**src/dcs_consts.svh**
```systemverilog
`ifndef DCS_CONSTS_SVH
`define DCS_CONSTS_SVH

// ==========================================================================
// Host datagram decode.
// ==========================================================================
`define DCS_GLOBAL_ABS_ADDR 8'h7E
`define DCS_RW_BIT 24
`define DCS_ADDR_MSB 31
`define DCS_ADDR_LSB 25

// ==========================================================================
// Field positions inside the global parameter data word.
// ==========================================================================
`define DCS_NDRV_LSB 0
`define DCS_NDRV_MSB 1
`define DCS_SEL_INV_BIT 2
`define DCS_CLK_INV_BIT 3
`define DCS_PH_INV_BIT 4
`define DCS_FD_INV_BIT 5
`define DCS_DAC_INV_BIT 6
`define DCS_PER_DRV_BIT 7
`define DCS_DIV_LSB 8
`define DCS_DIV_MSB 15

// ==========================================================================
// Reset values, divider limits and driver count limits.
// ==========================================================================
`define DCS_DIV_RESET 8'h0F
`define DCS_DIV_MIN 8'h07
`define DCS_MIN_PERIOD_CLKS 10'h010
`define DCS_NDRV_RESET 2'h0
`define DCS_NDRV_BAD 2'h3
`define DCS_LAST_DRV_MAX 2'h2

// ==========================================================================
// Driver datagram layout, sent most significant bit first.
// ==========================================================================
`define DCS_DG_W 12
`define DCS_DG_MSB 11
`define DCS_BIT_TOP 4'hB
`define DCS_PH_MASK 12'h840
`define DCS_DAC_MASK 12'h7BC
`define DCS_FD_MASK 12'h002

`endif

```
**src/dcs_pkg.sv**
```systemverilog
`default_nettype none

package dcs_pkg;

    typedef enum logic [4:0]
    {
        ST_IDLE = 5'b00001,
        ST_LEAD = 5'b00010,
        ST_SHIFT = 5'b00100,
        ST_MARK = 5'b01000,
        ST_TAIL = 5'b10000
    } chain_state_t;

endpackage

`default_nettype wire

```
**src/dcs_pair_buffer.sv**
```systemverilog
`timescale 1ns/1ps
`default_nettype none

module dcs_pair_buffer #(
    parameter int W = 12,
    parameter int DEPTH = 2
)
(
    // Clock and reset.
    input wire logic i_clk,
    input wire logic i_reset_n,
    // Filling side.
    input wire logic i_valid,
    output logic o_ready,
    input wire logic [W-1:0] i_data,
    // Draining side.
    output logic o_valid,
    input wire logic i_ready,
    output logic [W-1:0] o_data
);

    localparam int AW = (DEPTH > 1) ? $clog2(DEPTH) : 1;
    localparam int CW = $clog2(DEPTH + 1);
    localparam logic [AW-1:0] LAST = AW'(DEPTH - 1);
    localparam logic [CW-1:0] FULL = CW'(DEPTH);

    logic [W-1:0] mem_q [DEPTH];
    logic [AW-1:0] wr_q;
    logic [AW-1:0] rd_q;
    logic [CW-1:0] count_q;
    logic push;
    logic pop;

    assign o_ready = (count_q != FULL);
    assign o_valid = (count_q != '0);
    assign o_data = mem_q[rd_q];
    assign push = i_valid && o_ready;
    assign pop = o_valid && i_ready;

    // ======================================================================
    // Storage and pointers.
    // ======================================================================
    always_ff @(posedge i_clk)
    begin
        if (push)
        begin
            mem_q[wr_q] <= i_data;
        end
    end

    always_ff @(posedge i_clk or negedge i_reset_n)
    begin
        if (!i_reset_n)
        begin
            wr_q <= '0;
            rd_q <= '0;
            count_q <= '0;
        end
        else
        begin
            if (push)
            begin
                wr_q <= (wr_q == LAST) ? '0 : wr_q + AW'(1);
            end
            if (pop)
            begin
                rd_q <= (rd_q == LAST) ? '0 : rd_q + AW'(1);
            end
            if (push && !pop)
            begin
                count_q <= count_q + CW'(1);
            end
            else if (pop && !push)
            begin
                count_q <= count_q - CW'(1);
            end
        end
    end

endmodule

`default_nettype wire

```
**src/driver_chain_serial_config.sv**
```systemverilog
// What this block does
// [RQ1] Common select is active low with inversion clear, active high with it set.
// [RQ2] Serial clock pin is inverted when the clock inversion bit is set.
// [RQ3] Phase bits go out unchanged, or inverted when phase inversion is set.
// [RQ4] Fast decay bit is active high, or active low when its inversion is set.
// [RQ5] Current code bits go out normal, or inverted when their inversion is set.
// [RQ6] The inversion bits touch only the serial driver link, nothing else.
// [RQ7] Select mode picks one common select line or three per-driver lines.
// [RQ8] Software clears select inversion whenever per-driver select is chosen.
// [RQ9] Per-driver select lines are always active low.
// [RQ10] Divider is eight bits, meaningful range 7 to 255.
// [RQ11] Divider resets to 15.
// [RQ12] Serial clock is system clock over two times divider plus two.
// [RQ13] Below 7 the clock rate stays fixed and the duty cycle skews.
// [RQ14] Marker takes one serial clock at divider 7, one and a half above.
// [RQ15] Two-bit driver count field: 0, 1, 2 mean one to three drivers.
// [RQ16] Software should normally program divider 7 within the slowest driver limit.
// [RQ17] The global parameter register answers at absolute address 0x7E.
// [RQ18] With common select, one update shifts each driver word with its marker inside one select period.
// [RQ19] In per-driver mode only the current driver's select is asserted.
`timescale 1ns/1ps
`default_nettype none
`include "dcs_consts.svh"

module driver_chain_serial_config #(
    parameter int BUF_DEPTH = 2
)
(
    // Clock and reset.
    input wire logic i_clk,
    input wire logic i_reset_n,
    // Host datagram port.
    input wire logic i_host_valid,
    input wire logic [31:0] i_host_datagram,
    output logic o_host_rvalid,
    output logic [31:0] o_host_rdata,
    // Driver datagram stream.
    input wire logic i_dg_valid,
    output logic o_dg_ready,
    input wire logic [`DCS_DG_MSB:0] i_dg_data,
    // Driver chain pins.
    output logic o_chain_select_n,
    output logic o_driver2_select_n,
    output logic o_driver3_select_n,
    output logic o_chain_serial_clock,
    output logic o_chain_data,
    output logic o_next_motor_marker,
    output logic o_busy
);

    dcs_pkg::chain_state_t state_q;
    logic sel_inv_q;
    logic clk_inv_q;
    logic ph_inv_q;
    logic fd_inv_q;
    logic dac_inv_q;
    logic per_drv_q;
    logic [7:0] div_q;
    logic [1:0] ndrv_q;
    logic [`DCS_DG_MSB:0] shift_q;
    logic [9:0] cnt_q;
    logic [3:0] bit_q;
    logic [1:0] drv_q;
    logic sck_raw_q;
    logic mark_wait_q;
    logic buf_valid;
    logic [`DCS_DG_MSB:0] buf_data;
    logic take;
    logic host_hit;
    logic host_wr;
    logic host_rd;
    logic [9:0] hi_len;
    logic [9:0] lo_len;
    logic [9:0] mark_len;
    logic [1:0] last_idx;
    logic last_drv;
    logic sel_active;
    logic [`DCS_DG_MSB:0] inv_mask;
    logic [`DCS_DG_MSB:0] load_word;

    // ======================================================================
    // Host register access.
    // ======================================================================
    assign host_hit = ({i_host_datagram[`DCS_ADDR_MSB:`DCS_ADDR_LSB], 1'b0}
        == `DCS_GLOBAL_ABS_ADDR); // RQ17
    assign host_wr = i_host_valid && host_hit && !i_host_datagram[`DCS_RW_BIT];
    assign host_rd = i_host_valid && host_hit && i_host_datagram[`DCS_RW_BIT];

    always_ff @(posedge i_clk or negedge i_reset_n)
    begin
        if (!i_reset_n)
        begin
            sel_inv_q <= 1'b0;
            clk_inv_q <= 1'b0;
            ph_inv_q <= 1'b0;
            fd_inv_q <= 1'b0;
            dac_inv_q <= 1'b0;
            per_drv_q <= 1'b0;
            div_q <= `DCS_DIV_RESET; // RQ11
            ndrv_q <= `DCS_NDRV_RESET;
        end
        else if (host_wr)
        begin
            ndrv_q <= i_host_datagram[`DCS_NDRV_MSB:`DCS_NDRV_LSB];
            sel_inv_q <= i_host_datagram[`DCS_SEL_INV_BIT];
            clk_inv_q <= i_host_datagram[`DCS_CLK_INV_BIT];
            ph_inv_q <= i_host_datagram[`DCS_PH_INV_BIT];
            fd_inv_q <= i_host_datagram[`DCS_FD_INV_BIT];
            dac_inv_q <= i_host_datagram[`DCS_DAC_INV_BIT];
            per_drv_q <= i_host_datagram[`DCS_PER_DRV_BIT];
            div_q <= i_host_datagram[`DCS_DIV_MSB:`DCS_DIV_LSB]; // RQ10
        end
    end

    always_ff @(posedge i_clk or negedge i_reset_n)
    begin
        if (!i_reset_n)
        begin
            o_host_rvalid <= 1'b0;
            o_host_rdata <= 32'h0000_0000;
        end
        else
        begin
            o_host_rvalid <= host_rd;
            if (host_rd)
            begin
                o_host_rdata <= {16'h0000, div_q, per_drv_q, dac_inv_q, fd_inv_q,
                    ph_inv_q, clk_inv_q, sel_inv_q, ndrv_q};
            end
        end
    end

    // ======================================================================
    // Timing derived from the divider.
    // ======================================================================
    assign hi_len = {2'b00, div_q} + 10'h001; // RQ12
    assign lo_len = (div_q < `DCS_DIV_MIN) ? (`DCS_MIN_PERIOD_CLKS - hi_len) : hi_len; // RQ13
    assign mark_len = (div_q <= `DCS_DIV_MIN) ? `DCS_MIN_PERIOD_CLKS
        : 10'(hi_len * 10'h003); // RQ14
    // The forbidden count is served as three drivers so the engine never runs away.
    assign last_idx = (ndrv_q == `DCS_NDRV_BAD) ? `DCS_LAST_DRV_MAX : ndrv_q; // RQ15
    assign last_drv = (drv_q == last_idx);

    // Inversion applies only to the serial datagram path.
    assign inv_mask = (ph_inv_q ? `DCS_PH_MASK : 12'h000)
        | (fd_inv_q ? `DCS_FD_MASK : 12'h000)
        | (dac_inv_q ? `DCS_DAC_MASK : 12'h000); // RQ3 RQ4 RQ5 RQ6
    assign load_word = buf_data ^ inv_mask;

    // ======================================================================
    // Two-entry word buffer.
    // ======================================================================
    assign take = (state_q == dcs_pkg::ST_IDLE)
        || ((state_q == dcs_pkg::ST_MARK) && mark_wait_q);

    dcs_pair_buffer #(
        .W(`DCS_DG_W),
        .DEPTH(BUF_DEPTH)
    ) u_buf (
        .i_clk(i_clk),
        .i_reset_n(i_reset_n),
        .i_valid(i_dg_valid),
        .o_ready(o_dg_ready),
        .i_data(i_dg_data),
        .o_valid(buf_valid),
        .i_ready(take),
        .o_data(buf_data)
    );

    // ======================================================================
    // Chain update engine.
    // ======================================================================
    always_ff @(posedge i_clk or negedge i_reset_n)
    begin
        if (!i_reset_n)
        begin
            state_q <= dcs_pkg::ST_IDLE;
            shift_q <= 12'h000;
            cnt_q <= 10'h000;
            bit_q <= 4'h0;
            drv_q <= 2'h0;
            sck_raw_q <= 1'b0;
            mark_wait_q <= 1'b0;
        end
        else
        begin
            case (state_q)
                dcs_pkg::ST_IDLE:
                begin
                    if (buf_valid)
                    begin
                        shift_q <= load_word;
                        drv_q <= 2'h0;
                        cnt_q <= hi_len - 10'h001;
                        state_q <= dcs_pkg::ST_LEAD; // RQ18
                    end
                end
                dcs_pkg::ST_LEAD:
                begin
                    if (cnt_q == 10'h000)
                    begin
                        bit_q <= `DCS_BIT_TOP;
                        sck_raw_q <= 1'b0;
                        cnt_q <= lo_len - 10'h001;
                        state_q <= dcs_pkg::ST_SHIFT;
                    end
                    else
                    begin
                        cnt_q <= cnt_q - 10'h001;
                    end
                end
                dcs_pkg::ST_SHIFT:
                begin
                    if (cnt_q != 10'h000)
                    begin
                        cnt_q <= cnt_q - 10'h001;
                    end
                    else if (!sck_raw_q)
                    begin
                        sck_raw_q <= 1'b1;
                        cnt_q <= hi_len - 10'h001; // RQ12
                    end
                    else
                    begin
                        sck_raw_q <= 1'b0;
                        if (bit_q == 4'h0)
                        begin
                            mark_wait_q <= 1'b0;
                            cnt_q <= mark_len - 10'h001; // RQ14
                            state_q <= dcs_pkg::ST_MARK;
                        end
                        else
                        begin
                            bit_q <= bit_q - 4'h1;
                            shift_q <= {shift_q[`DCS_DG_MSB-1:0], 1'b0};
                            cnt_q <= lo_len - 10'h001; // RQ13
                        end
                    end
                end
                dcs_pkg::ST_MARK:
                begin
                    if (mark_wait_q)
                    begin
                        if (buf_valid)
                        begin
                            mark_wait_q <= 1'b0;
                            shift_q <= load_word;
                            drv_q <= drv_q + 2'h1;
                            bit_q <= `DCS_BIT_TOP;
                            cnt_q <= lo_len - 10'h001;
                            state_q <= dcs_pkg::ST_SHIFT; // RQ18
                        end
                    end
                    else if (cnt_q != 10'h000)
                    begin
                        cnt_q <= cnt_q - 10'h001;
                    end
                    else if (last_drv)
                    begin
                        cnt_q <= hi_len - 10'h001;
                        state_q <= dcs_pkg::ST_TAIL; // RQ15
                    end
                    else
                    begin
                        mark_wait_q <= 1'b1;
                    end
                end
                dcs_pkg::ST_TAIL:
                begin
                    if (cnt_q == 10'h000)
                    begin
                        state_q <= dcs_pkg::ST_IDLE;
                    end
                    else
                    begin
                        cnt_q <= cnt_q - 10'h001;
                    end
                end
                default:
                begin
                    state_q <= dcs_pkg::ST_IDLE;
                end
            endcase
        end
    end

    // ======================================================================
    // Pin registers.
    // ======================================================================
    assign sel_active = (state_q != dcs_pkg::ST_IDLE);

    always_ff @(posedge i_clk or negedge i_reset_n)
    begin
        if (!i_reset_n)
        begin
            o_chain_select_n <= 1'b1;
            o_driver2_select_n <= 1'b1;
            o_driver3_select_n <= 1'b1;
            o_chain_serial_clock <= 1'b0;
            o_chain_data <= 1'b0;
            o_next_motor_marker <= 1'b0;
            o_busy <= 1'b0;
        end
        else
        begin
            if (per_drv_q)
            begin
                o_chain_select_n <= !(sel_active && (drv_q == 2'h0)); // RQ7 RQ9 RQ19
                o_driver2_select_n <= !(sel_active && (drv_q == 2'h1)); // RQ9 RQ19
                o_driver3_select_n <= !(sel_active && (drv_q == 2'h2)); // RQ9 RQ19
            end
            else
            begin
                o_chain_select_n <= sel_inv_q ? sel_active : !sel_active; // RQ1 RQ7
                o_driver2_select_n <= 1'b1;
                o_driver3_select_n <= 1'b1;
            end
            o_chain_serial_clock <= sck_raw_q ^ clk_inv_q; // RQ2
            o_chain_data <= shift_q[`DCS_DG_MSB];
            o_next_motor_marker <= (state_q == dcs_pkg::ST_MARK) && !mark_wait_q; // RQ14
            o_busy <= sel_active;
        end
    end

    // ======================================================================
    // Checks.
    // ======================================================================
    logic [9:0] hi_run_q;
    logic [9:0] lo_run_q;
    logic [9:0] mk_run_q;
    logic [1:0] mk_cnt_q;
    logic host_seen_q;

    always_ff @(posedge i_clk or negedge i_reset_n)
    begin
        if (!i_reset_n)
        begin
            hi_run_q <= 10'h000;
            lo_run_q <= 10'h000;
            mk_run_q <= 10'h000;
            mk_cnt_q <= 2'h0;
            host_seen_q <= 1'b0;
        end
        else
        begin
            hi_run_q <= sck_raw_q ? hi_run_q + 10'h001 : 10'h000;
            lo_run_q <= (state_q == dcs_pkg::ST_SHIFT && !sck_raw_q)
                ? lo_run_q + 10'h001 : 10'h000;
            mk_run_q <= (state_q == dcs_pkg::ST_MARK && !mark_wait_q)
                ? mk_run_q + 10'h001 : 10'h000;
            if (state_q == dcs_pkg::ST_IDLE)
            begin
                mk_cnt_q <= 2'h0;
            end
            else if (state_q == dcs_pkg::ST_SHIFT && cnt_q == 10'h000 && sck_raw_q
                && bit_q == 4'h0)
            begin
                mk_cnt_q <= mk_cnt_q + 2'h1;
            end
            host_seen_q <= host_seen_q || host_wr;
        end
    end

    AST_DIV_RESET: assert property (@(posedge i_clk) disable iff (!i_reset_n) // RQ11
        !host_seen_q |-> div_q == `DCS_DIV_RESET)
        else $error("divider left its reset value without a write");

    AST_COMMON_SELECT_LEVEL: assert property (@(posedge i_clk) disable iff (!i_reset_n) // RQ1
        (!per_drv_q && !host_wr) |=> o_chain_select_n == ($past(sel_inv_q)
        ? $past(sel_active) : !$past(sel_active)))
        else $error("common select level does not follow its polarity");

    AST_CLOCK_POLARITY: assert property (@(posedge i_clk) disable iff (!i_reset_n) // RQ2
        (state_q == dcs_pkg::ST_IDLE && !host_wr) ##1 (state_q == dcs_pkg::ST_IDLE)
        |-> o_chain_serial_clock == clk_inv_q)
        else $error("idle serial clock level ignores the inversion bit");

    AST_PHASE_FIRST_BIT: assert property (@(posedge i_clk) disable iff (!i_reset_n) // RQ3
        (state_q == dcs_pkg::ST_IDLE && buf_valid)
        |-> ##2 o_chain_data == ($past(buf_data[`DCS_DG_MSB], 2) ^ $past(ph_inv_q, 2)))
        else $error("first phase bit not sent with its polarity");

    AST_PER_DRIVER_ONE_LOW: assert property (@(posedge i_clk) disable iff (!i_reset_n) // RQ19
        $past(per_drv_q) |-> $countones({o_chain_select_n, o_driver2_select_n,
        o_driver3_select_n}) >= 2)
        else $error("more than one per-driver select asserted");

    AST_CLOCK_HIGH_HALF: assert property (@(posedge i_clk) disable iff (!i_reset_n) // RQ12
        ($fell(sck_raw_q) && $stable(div_q)) |-> $past(hi_run_q) + 10'h001 == hi_len)
        else $error("serial clock high half has the wrong length");

    AST_CLOCK_LOW_HALF: assert property (@(posedge i_clk) disable iff (!i_reset_n) // RQ13
        ($rose(sck_raw_q) && $stable(div_q)) |-> $past(lo_run_q) + 10'h001 == lo_len)
        else $error("serial clock low half has the wrong length");

    AST_MARKER_LENGTH: assert property (@(posedge i_clk) disable iff (!i_reset_n) // RQ14
        (state_q == dcs_pkg::ST_MARK && !mark_wait_q && cnt_q == 10'h000 && $stable(div_q))
        |-> mk_run_q + 10'h001 == mark_len)
        else $error("marker period has the wrong length");

    AST_DRIVER_COUNT: assert property (@(posedge i_clk) disable iff (!i_reset_n) // RQ15
        (state_q == dcs_pkg::ST_TAIL && $past(state_q) == dcs_pkg::ST_MARK)
        |-> mk_cnt_q == last_idx + 2'h1)
        else $error("update did not carry one word per configured driver");

    AST_HOST_READBACK: assert property (@(posedge i_clk) disable iff (!i_reset_n) // RQ17
        host_rd |=> o_host_rvalid && o_host_rdata[`DCS_DIV_MSB:`DCS_DIV_LSB] == $past(div_q))
        else $error("register read did not return the divider");

    COV_THREE_DRIVERS: cover property (@(posedge i_clk) disable iff (!i_reset_n)
        state_q == dcs_pkg::ST_TAIL && mk_cnt_q == 2'h3);
    COV_PER_DRIVER_THIRD: cover property (@(posedge i_clk) disable iff (!i_reset_n)
        per_drv_q && !o_driver3_select_n);
    COV_SKEWED_CLOCK: cover property (@(posedge i_clk) disable iff (!i_reset_n)
        div_q < `DCS_DIV_MIN && $rose(sck_raw_q));
    COV_BUFFER_FULL: cover property (@(posedge i_clk) disable iff (!i_reset_n)
        !o_dg_ready && i_dg_valid);

endmodule

`default_nettype wire

```
**config.mk**
```make
export PLATFORM = sky130hd
export DESIGN_NAME = driver_chain_serial_config
export DESIGN_NICKNAME = d
export VERILOG_FILES = /design/src/dcs_pkg.sv /design/src/dcs_pair_buffer.sv /design/src/driver_chain_serial_config.sv
export VERILOG_INCLUDE_DIRS = /design/src
export SDC_FILE = /design/constraint.sdc
export NUM_CORES = 1
export LEC_CHECK = 0
export ABC_CLOCK_PERIOD_IN_PS = 3820
export CAP_MARGIN = 20
export CORE_ASPECT_RATIO = 1.5
export CORE_MARGIN = 2
export CORE_UTILIZATION = 45
export CTS_CLUSTER_DIAMETER = 60
export DETAILED_ROUTE_END_ITERATION = 7
export DONT_BUFFER_PORTS = 1
export PLACE_DENSITY_LB_ADDON = 0.08
export SYNTH_ARGS = -nofsm -noshare
export SYNTH_HDL_FRONTEND = slang
export SYNTH_SLANG_ARGS = --single-unit
```
**constraint.sdc**
```tcl
create_clock -name i_clk -period 3.82 [get_ports i_clk]
set_clock_uncertainty 0.1 [all_clocks]
set_input_delay 0.191 -clock i_clk [delete_from_list [all_inputs] [get_ports i_clk]]
set_output_delay 0.191 -clock i_clk [all_outputs]
set_load 0.005 [all_outputs]
```
==> results of run 1 <==
[metrics by stage]
step	setup TNS (ns)	instances
6_report	0	1014
5_1_grt	-0.00000178	1014
4_1_cts	0	1014
3_5_place_dp	0	967
3_3_place_gp	0	967
2_1_floorplan	0	794
[flip-flops by register name, summed over array words and instances (netlist names), 2 cells and up]
| name | count |
|---|---|
| shift_q | 12 |
| ndrv_q | 2 |
| drv_q | 2 |
| div_q | 8 |
| u_buf.count_q | 2 |
| state_q | 5 |
| o_host_rdata | 16 |
| bit_q | 4 |
| cnt_q | 10 |
| u_buf.mem_q | 24 |
[worst max-delay path by stage]
stage               cells past startpoint  endpoint  startpoint  slack [ns]
floorplan                              14  cnt_q[8]    div_q[0]       0.005
global placement                       13  cnt_q[8]    div_q[0]        0.28
detailed placement                     13  cnt_q[8]    div_q[0]        0.24
CTS                                    13  cnt_q[6]    div_q[0]        0.21
global route                           14  cnt_q[6]    div_q[0]   -0.000002
finish                                 14  cnt_q[8]    div_q[0]        0.24
[logic make-up after synthesis]
group	after synthesis	synth area share
compound gates	193	0.180
xor+xnor	65	0.0859
fa+ha+maj	26	0.0477
buf+inv	92	0.0620
flops	103	0.388
mux	28	0.0421
other cells	1	0.000537
simple gates	271	0.194
[power groups by stage]
stage / Sequential (mW) / Clock, mW / Combinational [mW]
detailed placement: 1.68 / 0 / 1.64
global placement: 1.67 / 0 / 1.60
global route: 1.70 / 1.00 / 1.89
finish: 1.66 / 0.940 / 1.70
CTS: 1.66 / 0.968 / 1.70
floorplan: 1.54 / 0 / 1.35
[critical path: stages, from the launching register on]
cell       delay [ns]
dfstp_2          0.58
ha_1             0.20
buf_4            0.15
nand2_1          0.10
nor2_2           0.13
xnor2_1          0.19
inv_1            0.14
ha_1             0.40
and3_1           0.20
a221o_1          0.35
xnor2_2          0.18
o2111ai_1        0.22
xor2_1           0.19
o21ai_1          0.10
a41o_1           0.24
[layout make-up]
cell class,count,area [µm²],share of cell area
sequential,103,2710,0.344
inverter,33,124,0.0157
multi-input combinational,599,3910,0.496
clock inverter,6,60.1,0.00763
tap,199,249,0.0316
clock buffer,10,250,0.0318
timing repair buffer,64,576,0.0731
[repair_timing]
| action | 4_1_cts | 5_1_grt |
|---|---|---|
| setup endpoints to repair | 0 | 2 |
| hold buffers | 31 | 0 |
| hold endpoints to repair | 120 | 0 |
| resized for setup | 0 | 1 |
[per-layer routing]
metal / GRT usage / wire length (µm) / up-vias
met3: 0.0383 / 682 / 47
met4: 0.116 / 813 / 0
met5: 0 / 0 / -
met1: 0.253 / 7200 / 2845
met2: 0.478 / 10900 / 175
li1: - / - / 2805
[synth_stat cells (18+ instances only)]
cell | count | share of area
nand2_1 | 111 | 0.060
clkbuf_1 | 27 | 0.015
ha_1 | 25 | 0.045
nor2_1 | 52 | 0.028
edfxtp_1 | 24 | 0.10
inv_1 | 31 | 0.017
dfrtp_1 | 71 | 0.25
nand3_1 | 24 | 0.017
buf_4 | 18 | 0.019
a21oi_1 | 49 | 0.035
xnor2_1 | 32 | 0.040
xor2_1 | 29 | 0.036
o21ai_0 | 50 | 0.036
==> out/results.tsv, run 1 <==
metric	value	unit
Synth Flop Type	dfrtp_1	
setup bufs post-CTS	0	
DIE HEIGHT	157	µm
fin area	0.00788	mm²
layout cells sized above 1	0.120	
final worst setup slack	0.245	ns
clock buffer count from CTS	9	
core area	0.0151	mm²
routability cong.	0.898	
number of global-route vias before repair	5977	
die width	106	µm
Pint	2.58	mW
antenna-violating nets left	0	
CP startpoint kind	register	
Post-synth EDFFs	24	
initial antenna violation count	0	
reg2reg end	cnt_q[8]	
Overflow after GRT	0	
#FFs+latches synth	103	
clock share of power	0.218	
Max Cap Viol	0	
FILL cells	1454	
Yosys warning count	0	
CP Max Fanout	9	
commonest non-fill, non-tap cell in the layout	nand2_1	
LEAKAGE	3.39	nW
switch share	0.402	
critical path capture point type	register	
most frequent cells in the layout	nand2_1 (111), dfrtp_1 (71), nor2_1 (52)	
Critical Path RT	3.97	ns
Max-slew headroom	0.321	
final core occ	0.520	
Reg clk slew, reported paths	0.08	ns
VDD IR max	0.000449	V
worst-skew pair later-pin latency	0.35	ns
Residual DRC	0	
Netlist cell types	84	
final hold vios	0	
1st-pass router iterations	5	
Hold Crit Start	i_host_datagram[24]	
clk root buf	clkbuf_16	
pre-CTS WS	0.241	ns
nets@finish	884	
worst reg-to-reg setup slack	0.24	ns
H-Tree Depth	3	
I/O Buffers	0	
max frequency	280	MHz
Antenna Cells	0	
outcome	finished, final reports clean	
Hold Crit Depth	4	
first-pass GRT wire length	31600	µm
final slew viol count	0	
Overall Power	4.30	mW
largest net degree at the start of global routing	80	
final setup violating endpoints	0	
die area	0.0165	mm²
worst slew pin tran	1.01	ns
Final Critical Period	3.58	ns
detailed placer's ending HPWL	15000	µm
FP Rows	55	
initial DRC count	345	
clock buffer depth	2	
vias per inst	5.79	
# IOs	89	
Switching Power	1.73	mW
Hold EP	div_q[2]	
routed vias	5872	
Hold Slack	0.121	ns
Routed WL	19600	µm
reg2reg path depth	14	
Layout Area Growth over Synthesis	12.8	%
share of flip-flops with an asynchronous set or reset	0.767	
Comb power frac	0.395	
clock sinks	103	
CTS tree	done	
mean area per synthesized cell	8.96	µm²
initial core utilization	0.461	
Netlist Area Pre-Place	0.00698	mm²
min-delay worst type	input pin to register	
period utilization	0.936	
Avg WL per Cell	19.4	µm
share of the yosys chip area belonging to registers	0.388	
Placed Area	0.00723	mm²
pwr/cell area	547	mW/mm²
gate count after technology mapping	779	
GRT Total Usage	0.245	
Seq pwr share	0.386	
R2R Path Start	div_q[0]	
crit path DAT	3.72	ns
crit path kind	register to register	
No activity file was read; power rests on OpenSTA's default activity.
==> run 2, diff against run 1 <==
--- a/config.mk
+++ b/config.mk
@@ -6,6 +6,7 @@
 export SDC_FILE = /design/constraint.sdc
 export NUM_CORES = 1
 export LEC_CHECK = 0
+export ABC_AREA = 1
 export ABC_CLOCK_PERIOD_IN_PS = 3820
 export CAP_MARGIN = 20
 export CORE_ASPECT_RATIO = 1.5
==> run 2 against run 1 <==
Sequential share of layout area increased by 1.1 points. Core utilization decreased by 0.97 points. Register-to-register slack about the same. Clock power decreased by 1%. Critical path type unchanged. Critical endpoint is now cnt_q[9]. Largest cell class unchanged. Largest power group unchanged. Highest routed layer unchanged.
==> out/results.tsv, run 2 <==
metric	value	unit	change
routed vias	5665		-3.5%
most frequent cell after synthesis	nand2_1		
critical path capture point type	register		
FP Rows	55		unchanged
outcome	finished, final reports clean		
number of global-route vias before repair	5614		-6.1%
FILL cells	1447		-0.48%
largest registers	u_buf.mem_q x24, o_host_rdata x16, shift_q x12		
CTS tree	done		
final setup violating endpoints	0		unchanged
1st-pass router iterations	5		unchanged
initial core utilization	0.454		-0.00686
Antenna Cells	0		unchanged
most frequent cells in the layout	nand2_1 (223), inv_1 (85), dfrtp_1 (71)		
largest net degree at the start of global routing	80		unchanged
final hold vios	0		unchanged
max frequency	279	MHz	-0.25%
H-Tree Depth	3		unchanged
die width	104	µm	-1.4%
Max-slew headroom	0.292		-0.0289
clock buffer count from CTS	9		unchanged
Residual DRC	0		unchanged
max FFs per register	24		unchanged
antenna-violating nets left	0		unchanged
final worst setup slack	0.236	ns	-0.00885 ns
Netlist Area Pre-Place	0.00678	mm²	-2.8%
#FFs+latches synth	103		unchanged
setup bufs post-CTS	0		unchanged
share of Yosys cell area claimed by the top area cell type	0.262		+0.00742
initial DRC count	312		-9.6%
first-pass GRT wire length	28300	µm	-10%
Routed WL	17600	µm	-11%
period utilization	0.938		+0.00232
max incr delay on CP	0.63	ns	+0.05 ns
Max Cap Viol	0		unchanged
share of flip-flops with an asynchronous set or reset	0.767		unchanged
RSZ-0062 raised after global routing	no		
DIE HEIGHT	154	µm	-1.4%
Top reg by flops	u_buf.mem_q		
VDD IR max	0.000424	V	-5.6%
layout cells sized above 1	0.130		+0.00999
final slew viol count	0		unchanged
initial antenna violation count	0		unchanged
M1 GR Usage	0.241		-0.0117
most frequent CP cell	nand2_1		
clock buffer depth	2		unchanged
WP buf/inv	2		unchanged
Yosys warning count	0		unchanged
Post-synth top cells	nand2_1 (224), inv_1 (85), dfrtp_1 (71)		
Reg clk slew, reported paths	0.08	ns	about the same
Final Critical Period	3.58	ns	+0.00885 ns
Crit path max-delay family	simple AND/OR/NAND/NOR gates		
pre-CTS WS	0.187	ns	-0.0539 ns
routability cong.	0.951		+5.9%
# IOs	89		unchanged
Most Crowded Layer GR	met2		
clock sinks	103		unchanged
Avg WL per Cell	16.2	µm	-16%
detailed placer's ending HPWL	13400	µm	-10%
mean area per synthesized cell	8.03	µm²	-10%
crit path DAT	3.73	ns	about the same
area of the multi-input gates	0.00355	mm²	-9.2%
Netlist cell types	57		-32%
die area	0.0161	mm²	-2.7%
GRT Total Usage	0.226		-0.0199
GRT met2 Usage	0.450		-0.0278
min-delay worst type	input pin to register		
core area	0.0149	mm²	-1.4%
gate count after technology mapping	845		+8.5%
Layout Area Growth over Synthesis	12.4	%	
vias per inst	5.24		-9.6%
LEAKAGE	3.68	nW	+8.4%
CP Max Fanout	8		-1
Synth Flop Type	dfrtp_1		
top cells by area, synth	dfrtp_1 (26%), nand2_1 (12%), edfxtp_1 (11%)		
crit path kind	register to register		
I/O Buffers	0		unchanged
CP startpoint kind	register		
crit-path cells	buf_4 -> nand4_4 -> nor2_8 -> nand2_1 -> xor2_2 -> inv_2 -> ha_1 -> nand2_1 -> a21oi_1 -> a211oi_1 -> nand2_1 -> nand2_1 -> nand3_1 -> nand4_1 -> nand2_1 -> nand3_1 -> nand2_1 -> nand2_1 -> nand2_1 -> nand2_1 -> nand2_1 -> nand2_1 -> nand2_1		
Post-synth EDFFs	24		unchanged
worst-skew pair later-pin latency	0.36	ns	about the same
nets@finish	952		+7.7%
share of the yosys chip area belonging to registers	0.399		+0.0113
cell taking the most area after synthesis	dfrtp_1		
worst slew pin tran	1.06	ns	+0.0432 ns
pwr/cell area	571	mW/mm²	+4.4%
FF/Latch Area	0.00271	mm²	unchanged
slowest CP cell	dfstp_2		
final setup TNS	0	ns	unchanged
Overflow after GRT	0		unchanged
commonest non-fill, non-tap cell in the layout	nand2_1		
Critical Path RT	3.97	ns	about the same
clk root buf	clkbuf_16		
met3 global-route usage	0.0257		-0.0126
==> run 2: cell types whose count changed in the layout (fill, tap and decap cells not counted), moves of 8 or more <==
| cell | previous run | this run |
|---|---|---|
| inv_2 | 1 | 15 |
| nand2_1 | 111 | 223 |
| xnor2_1 | 31 | 3 |
| inv_1 | 31 | 85 |
| buf_4 | 33 | 12 |
| mux2i_1 | 17 | 8 |
| and3_1 | 11 | 0 |
| o21ai_0 | 49 | 57 |
| a21oi_1 | 49 | 22 |
| nand3_1 | 24 | 48 |
==> run 2: worst paths after layout <==
kind                       cells after the start  slack, ns   startpoint                  to
max reg2reg                                   23       0.24     div_q[0]            cnt_q[9]
max in group asynchronous                      2       2.96    i_reset_n  o_driver3_select_n
min reg2reg                                    0       0.32  shift_q[11]        o_chain_data
min                                            4       0.04   i_dg_valid          u_buf.wr_q
min in group asynchronous                      2       0.24    i_reset_n            ph_inv_q
max                                           23       0.24     div_q[0]            cnt_q[9]
==> run 2: repair_timing <==
action	in CTS	in global routing
hold buffers	30	0
resized for setup	0	6
setup endpoints to repair	0	4
endpoints found under the hold margin	119	0
==> run 2: logic make-up after synthesis <==
logic type	Yosys count	share of synthesized area
simple gates	386	0.258
buf+inv	141	0.0898
compound gates	123	0.106
flops	103	0.399
xor+xnor	41	0.0590
fa+ha+maj	26	0.0491
mux	24	0.0384
other cells	1	0.000553
==> run 2: through the flow <==
| step | instance area, µm² | hold WS (ns) | utilization | std cells | power, mW |
|---|---|---|---|---|---|
| final | 7620 | 0.0421 | 0.510 | 1082 | 4.35 |
| after detailed placement | 6970 | -0.203 | 0.467 | 1036 | 3.40 |
| after floorplan | 6840 | -0.205 | - | 860 | 2.93 |
| after global routing | 7620 | 0.0865 | 0.510 | 1082 | 4.70 |
| after CTS | 7600 | 0.0329 | 0.509 | 1082 | 4.39 |
| after global placement | 6970 | -0.203 | 0.467 | 1036 | 3.37 |
==> run 2: report_power, final <==
group	switching, mW	leakage (nW)	total (mW)	internal [mW]
Clock	0.463	0.149	0.930	0.467
Sequential	0.168	1.23	1.57	1.40
Combinational	1.23	2.29	1.85	0.624
Total	1.86	3.68	4.35	2.49
==> run 2: worst min-delay path: cells and delay by family <==
kind / cells / cell delay, ns
AND/OR/NAND/NOR: 3 / 0.18
buffers and inverters: 1 / 0.08
==> run 2: per-layer routing <==
metal	routed length, µm	vias to the layer above
li1	-	2802
met1	6570	2713
met2	10000	114
met5	0	-
met4	508	0
met3	463	36
==> run 2: final cells by class <==
cell class	count	share of cell area
clock buffer	9	0.0295
clock inverter	7	0.0110
inverter	106	0.0522
multi-input combinational	616	0.466
sequential	103	0.355
tap	199	0.0327
timing repair buffer	42	0.0535
==> run 3, diff against run 2 <==
--- a/config.mk
+++ b/config.mk
@@ -6,7 +6,6 @@
 export SDC_FILE = /design/constraint.sdc
 export NUM_CORES = 1
 export LEC_CHECK = 0
-export ABC_AREA = 1
 export ABC_CLOCK_PERIOD_IN_PS = 3820
 export CAP_MARGIN = 20
 export CORE_ASPECT_RATIO = 1.5
@@ -16,6 +15,7 @@
 export DETAILED_ROUTE_END_ITERATION = 7
 export DONT_BUFFER_PORTS = 1
 export PLACE_DENSITY_LB_ADDON = 0.08
+export REMOVE_ABC_BUFFERS = 1
 export SYNTH_ARGS = -nofsm -noshare
 export SYNTH_HDL_FRONTEND = slang
 export SYNTH_SLANG_ARGS = --single-unit
==> constraint.sdc (replaced) <==
create_clock -name i_clk -period 3.82 [get_ports i_clk]
set_clock_uncertainty 0.1 [all_clocks]
set_input_delay 0.191 -clock i_clk [delete_from_list [all_inputs] [get_ports i_clk]]
set_output_delay 0.191 -clock i_clk [all_outputs]
set_load 0.1 [all_outputs]
==> run 3 against run 2 <==
Count of clock-buffer cells in the layout did not move. Clock power rose by 6.0%. Critical path depth fell by 11. Sequential power rose by 15%. Global-route usage rose by 1.5 points. Worst hold slack improved by 0.084 ns. Register-to-register slack improved by 0.07 ns. Cell area rose by 3.1%. Largest cell class unchanged. Largest power group is now registers.
==> out/results.tsv, run 3 (same netlist as run 1, synthesis figures left out) <==
metric	value	unit	change
Residual DRC	0		unchanged
routed vias	5856		+3.4%
Hold Crit Depth	4		unchanged
Max Cap Viol	0		unchanged
I/O Buffers	0		unchanged
max frequency	285	MHz	+2.1%
first-pass GRT wire length	30800	µm	+8.8%
GRT Total Usage	0.241		+0.0154
DIE HEIGHT	157	µm	+1.4%
Layout Area Growth over Synthesis	12.5	%	
crit path DAT	3.66	ns	-0.07 ns
clock buffer depth	2		unchanged
RSZ-0062 raised after global routing	no		
Reg clk slew, reported paths	0.08	ns	about the same
FP Rows	55		unchanged
slowest CP cell	dfstp_2		
clock buffer count from CTS	9		unchanged
period utilization	0.919		-0.0193
core area	0.0151	mm²	+1.4%
layout cells sized above 1	0.120		-0.0106
min-delay worst type	input pin to register		
number of global-route vias before repair	5809		+3.5%
H-Tree Depth	3		unchanged
Crit path depth	12		-48%
final hold vios	0		unchanged
dpl cells	963		-7.0%
Top reg by flops	u_buf.mem_q		
pwr/cell area	584	mW/mm²	+2.3%
clk root buf	clkbuf_16		
die area	0.0165	mm²	+2.8%
routability cong.	0.864		-9.2%
# IOs	89		unchanged
largest net degree at the start of global routing	80		unchanged
final setup violating endpoints	0		unchanged
worst-skew pair later-pin latency	0.36	ns	about the same
VDD IR max	0.000506	V	+19%
Antenna Cells	0		unchanged
LEAKAGE	3.37	nW	-8.4%
Critical Path RT	3.97	ns	about the same
Finished Layout Cells	1010		-6.7%
WP buf/inv	3		+1
Hold Slack	0.127	ns	+0.0844 ns
commonest non-fill, non-tap cell in the layout	nand2_1		
clock sinks	103		unchanged
antenna-violating nets left	0		unchanged
Max-slew headroom	0.327		+0.0347
Final Critical Period	3.51	ns	-0.0738 ns
1st-pass router iterations	5		unchanged
most frequent CP cell	inv_1		
Avg WL per Cell	19.0	µm	+17%
vias per inst	5.80		+11%
setup bufs post-CTS	0		unchanged
reg2reg path depth	12		-48%
CP startpoint kind	register		
Crit path max-delay family	compound AO/OA/AOI/OAI gates		
initial core utilization	0.461		+0.00686
most frequent cells in the layout	nand2_1 (111), dfrtp_1 (71), nor2_1 (52)		
initial antenna violation count	0		unchanged
CP Max Fanout	6		-2
CTS tree	done		
area of the multi-input gates	0.00391	mm²	+10%
largest registers	u_buf.mem_q x24, o_host_rdata x16, shift_q x12		
max FFs per register	24		unchanged
FF/Latch Area	0.00271	mm²	unchanged
Routed WL	19200	µm	+9.2%
Overall Power	4.59	mW	+5.5%
outcome	finished, final reports clean		
critical path capture point type	register		
detailed placer's ending HPWL	14400	µm	+7.2%
final slew viol count	0		unchanged
crit path kind	register to register		
die width	106	µm	+1.4%
crit-path cells	inv_1 -> ha_1 -> inv_1 -> fa_1 -> xor2_1 -> nor2_1 -> inv_1 -> o311ai_1 -> o2111ai_1 -> xor2_1 -> o21ai_1 -> a41o_1		
max incr delay on CP	0.59	ns	-0.04 ns
Overflow after GRT	0		unchanged
worst slew pin tran	1.01	ns	-0.0518 ns
initial DRC count	447		+43%
nets@finish	880		-7.6%
FILL cells	1409		-2.6%
[run 3: cell count changes in the layout (fill, tap and decap cells not counted), moves of 7 or more]
cell,before,now
nor2_2,10,3
xnor2_1,3,31
nor3_1,6,13
o21ai_0,57,49
a21oi_1,22,49
inv_1,85,31
mux2i_1,8,17
inv_2,15,1
and3_1,0,11
nand3_1,48,24
nand2_1,223,111
a211oi_1,2,9
buf_4,12,29
[run 3: final timing paths]
check,startpoint,end,slack (ns)
setup / recovery,div_q[0],cnt_q[8],0.31
hold / removal,i_host_datagram[24],div_q[2],0.13
setup reg to reg,div_q[0],cnt_q[8],0.31
hold reg to reg,shift_q[11],o_chain_data,0.28
max in group asynchronous,i_reset_n,state_q[0],2.95
min in group asynchronous,i_reset_n,dac_inv_q,0.29
[run 3: stage by stage]
stage                     utilization  area [µm²]  setup slack, ns  setup TNS, ns
after global routing            0.519        7860           0.0321              0
final                           0.519        7860            0.310              0
after global placement          0.476        7200            0.294              0
after CTS                       0.518        7840            0.215              0
after floorplan                     -        6730           -0.141         -0.228
after detailed placement        0.476        7200            0.197              0
[run 3: tightest hold or removal path, cell delays in order]
cell and delay [ns]:
nor3_2 0.02, buf_4 0.21, nand2_1 0.09, o21ai_0 0.07
[run 3: layout make-up]
type,instances,share of cell area
multi-input combinational,599,0.498
clock inverter,7,0.0115
tap,199,0.0317
timing repair buffer,60,0.0694
sequential,103,0.345
clock buffer,9,0.0287
inverter,33,0.0158
[run 3: what timing repair did]
action,CTS,global route
resized for setup,0,3
endpoints found under the hold margin,120,0
hold buffers,31,0
endpoints found under the setup margin,0,2
[run 3: report_power, final]
part           internal [mW]  switching (mW)
Clock                  0.525           0.461
Sequential              1.40           0.402
Combinational          0.663            1.14
Total                   2.59            2.00
[run 3: metal layers]
metal / vias up / track usage / routed length [µm]
met5: - / 0 / 0
met4: 0 / 0.113 / 732
met3: 44 / 0.0337 / 872
met2: 168 / 0.433 / 10200
met1: 2846 / 0.282 / 7360
li1: 2798 / - / -
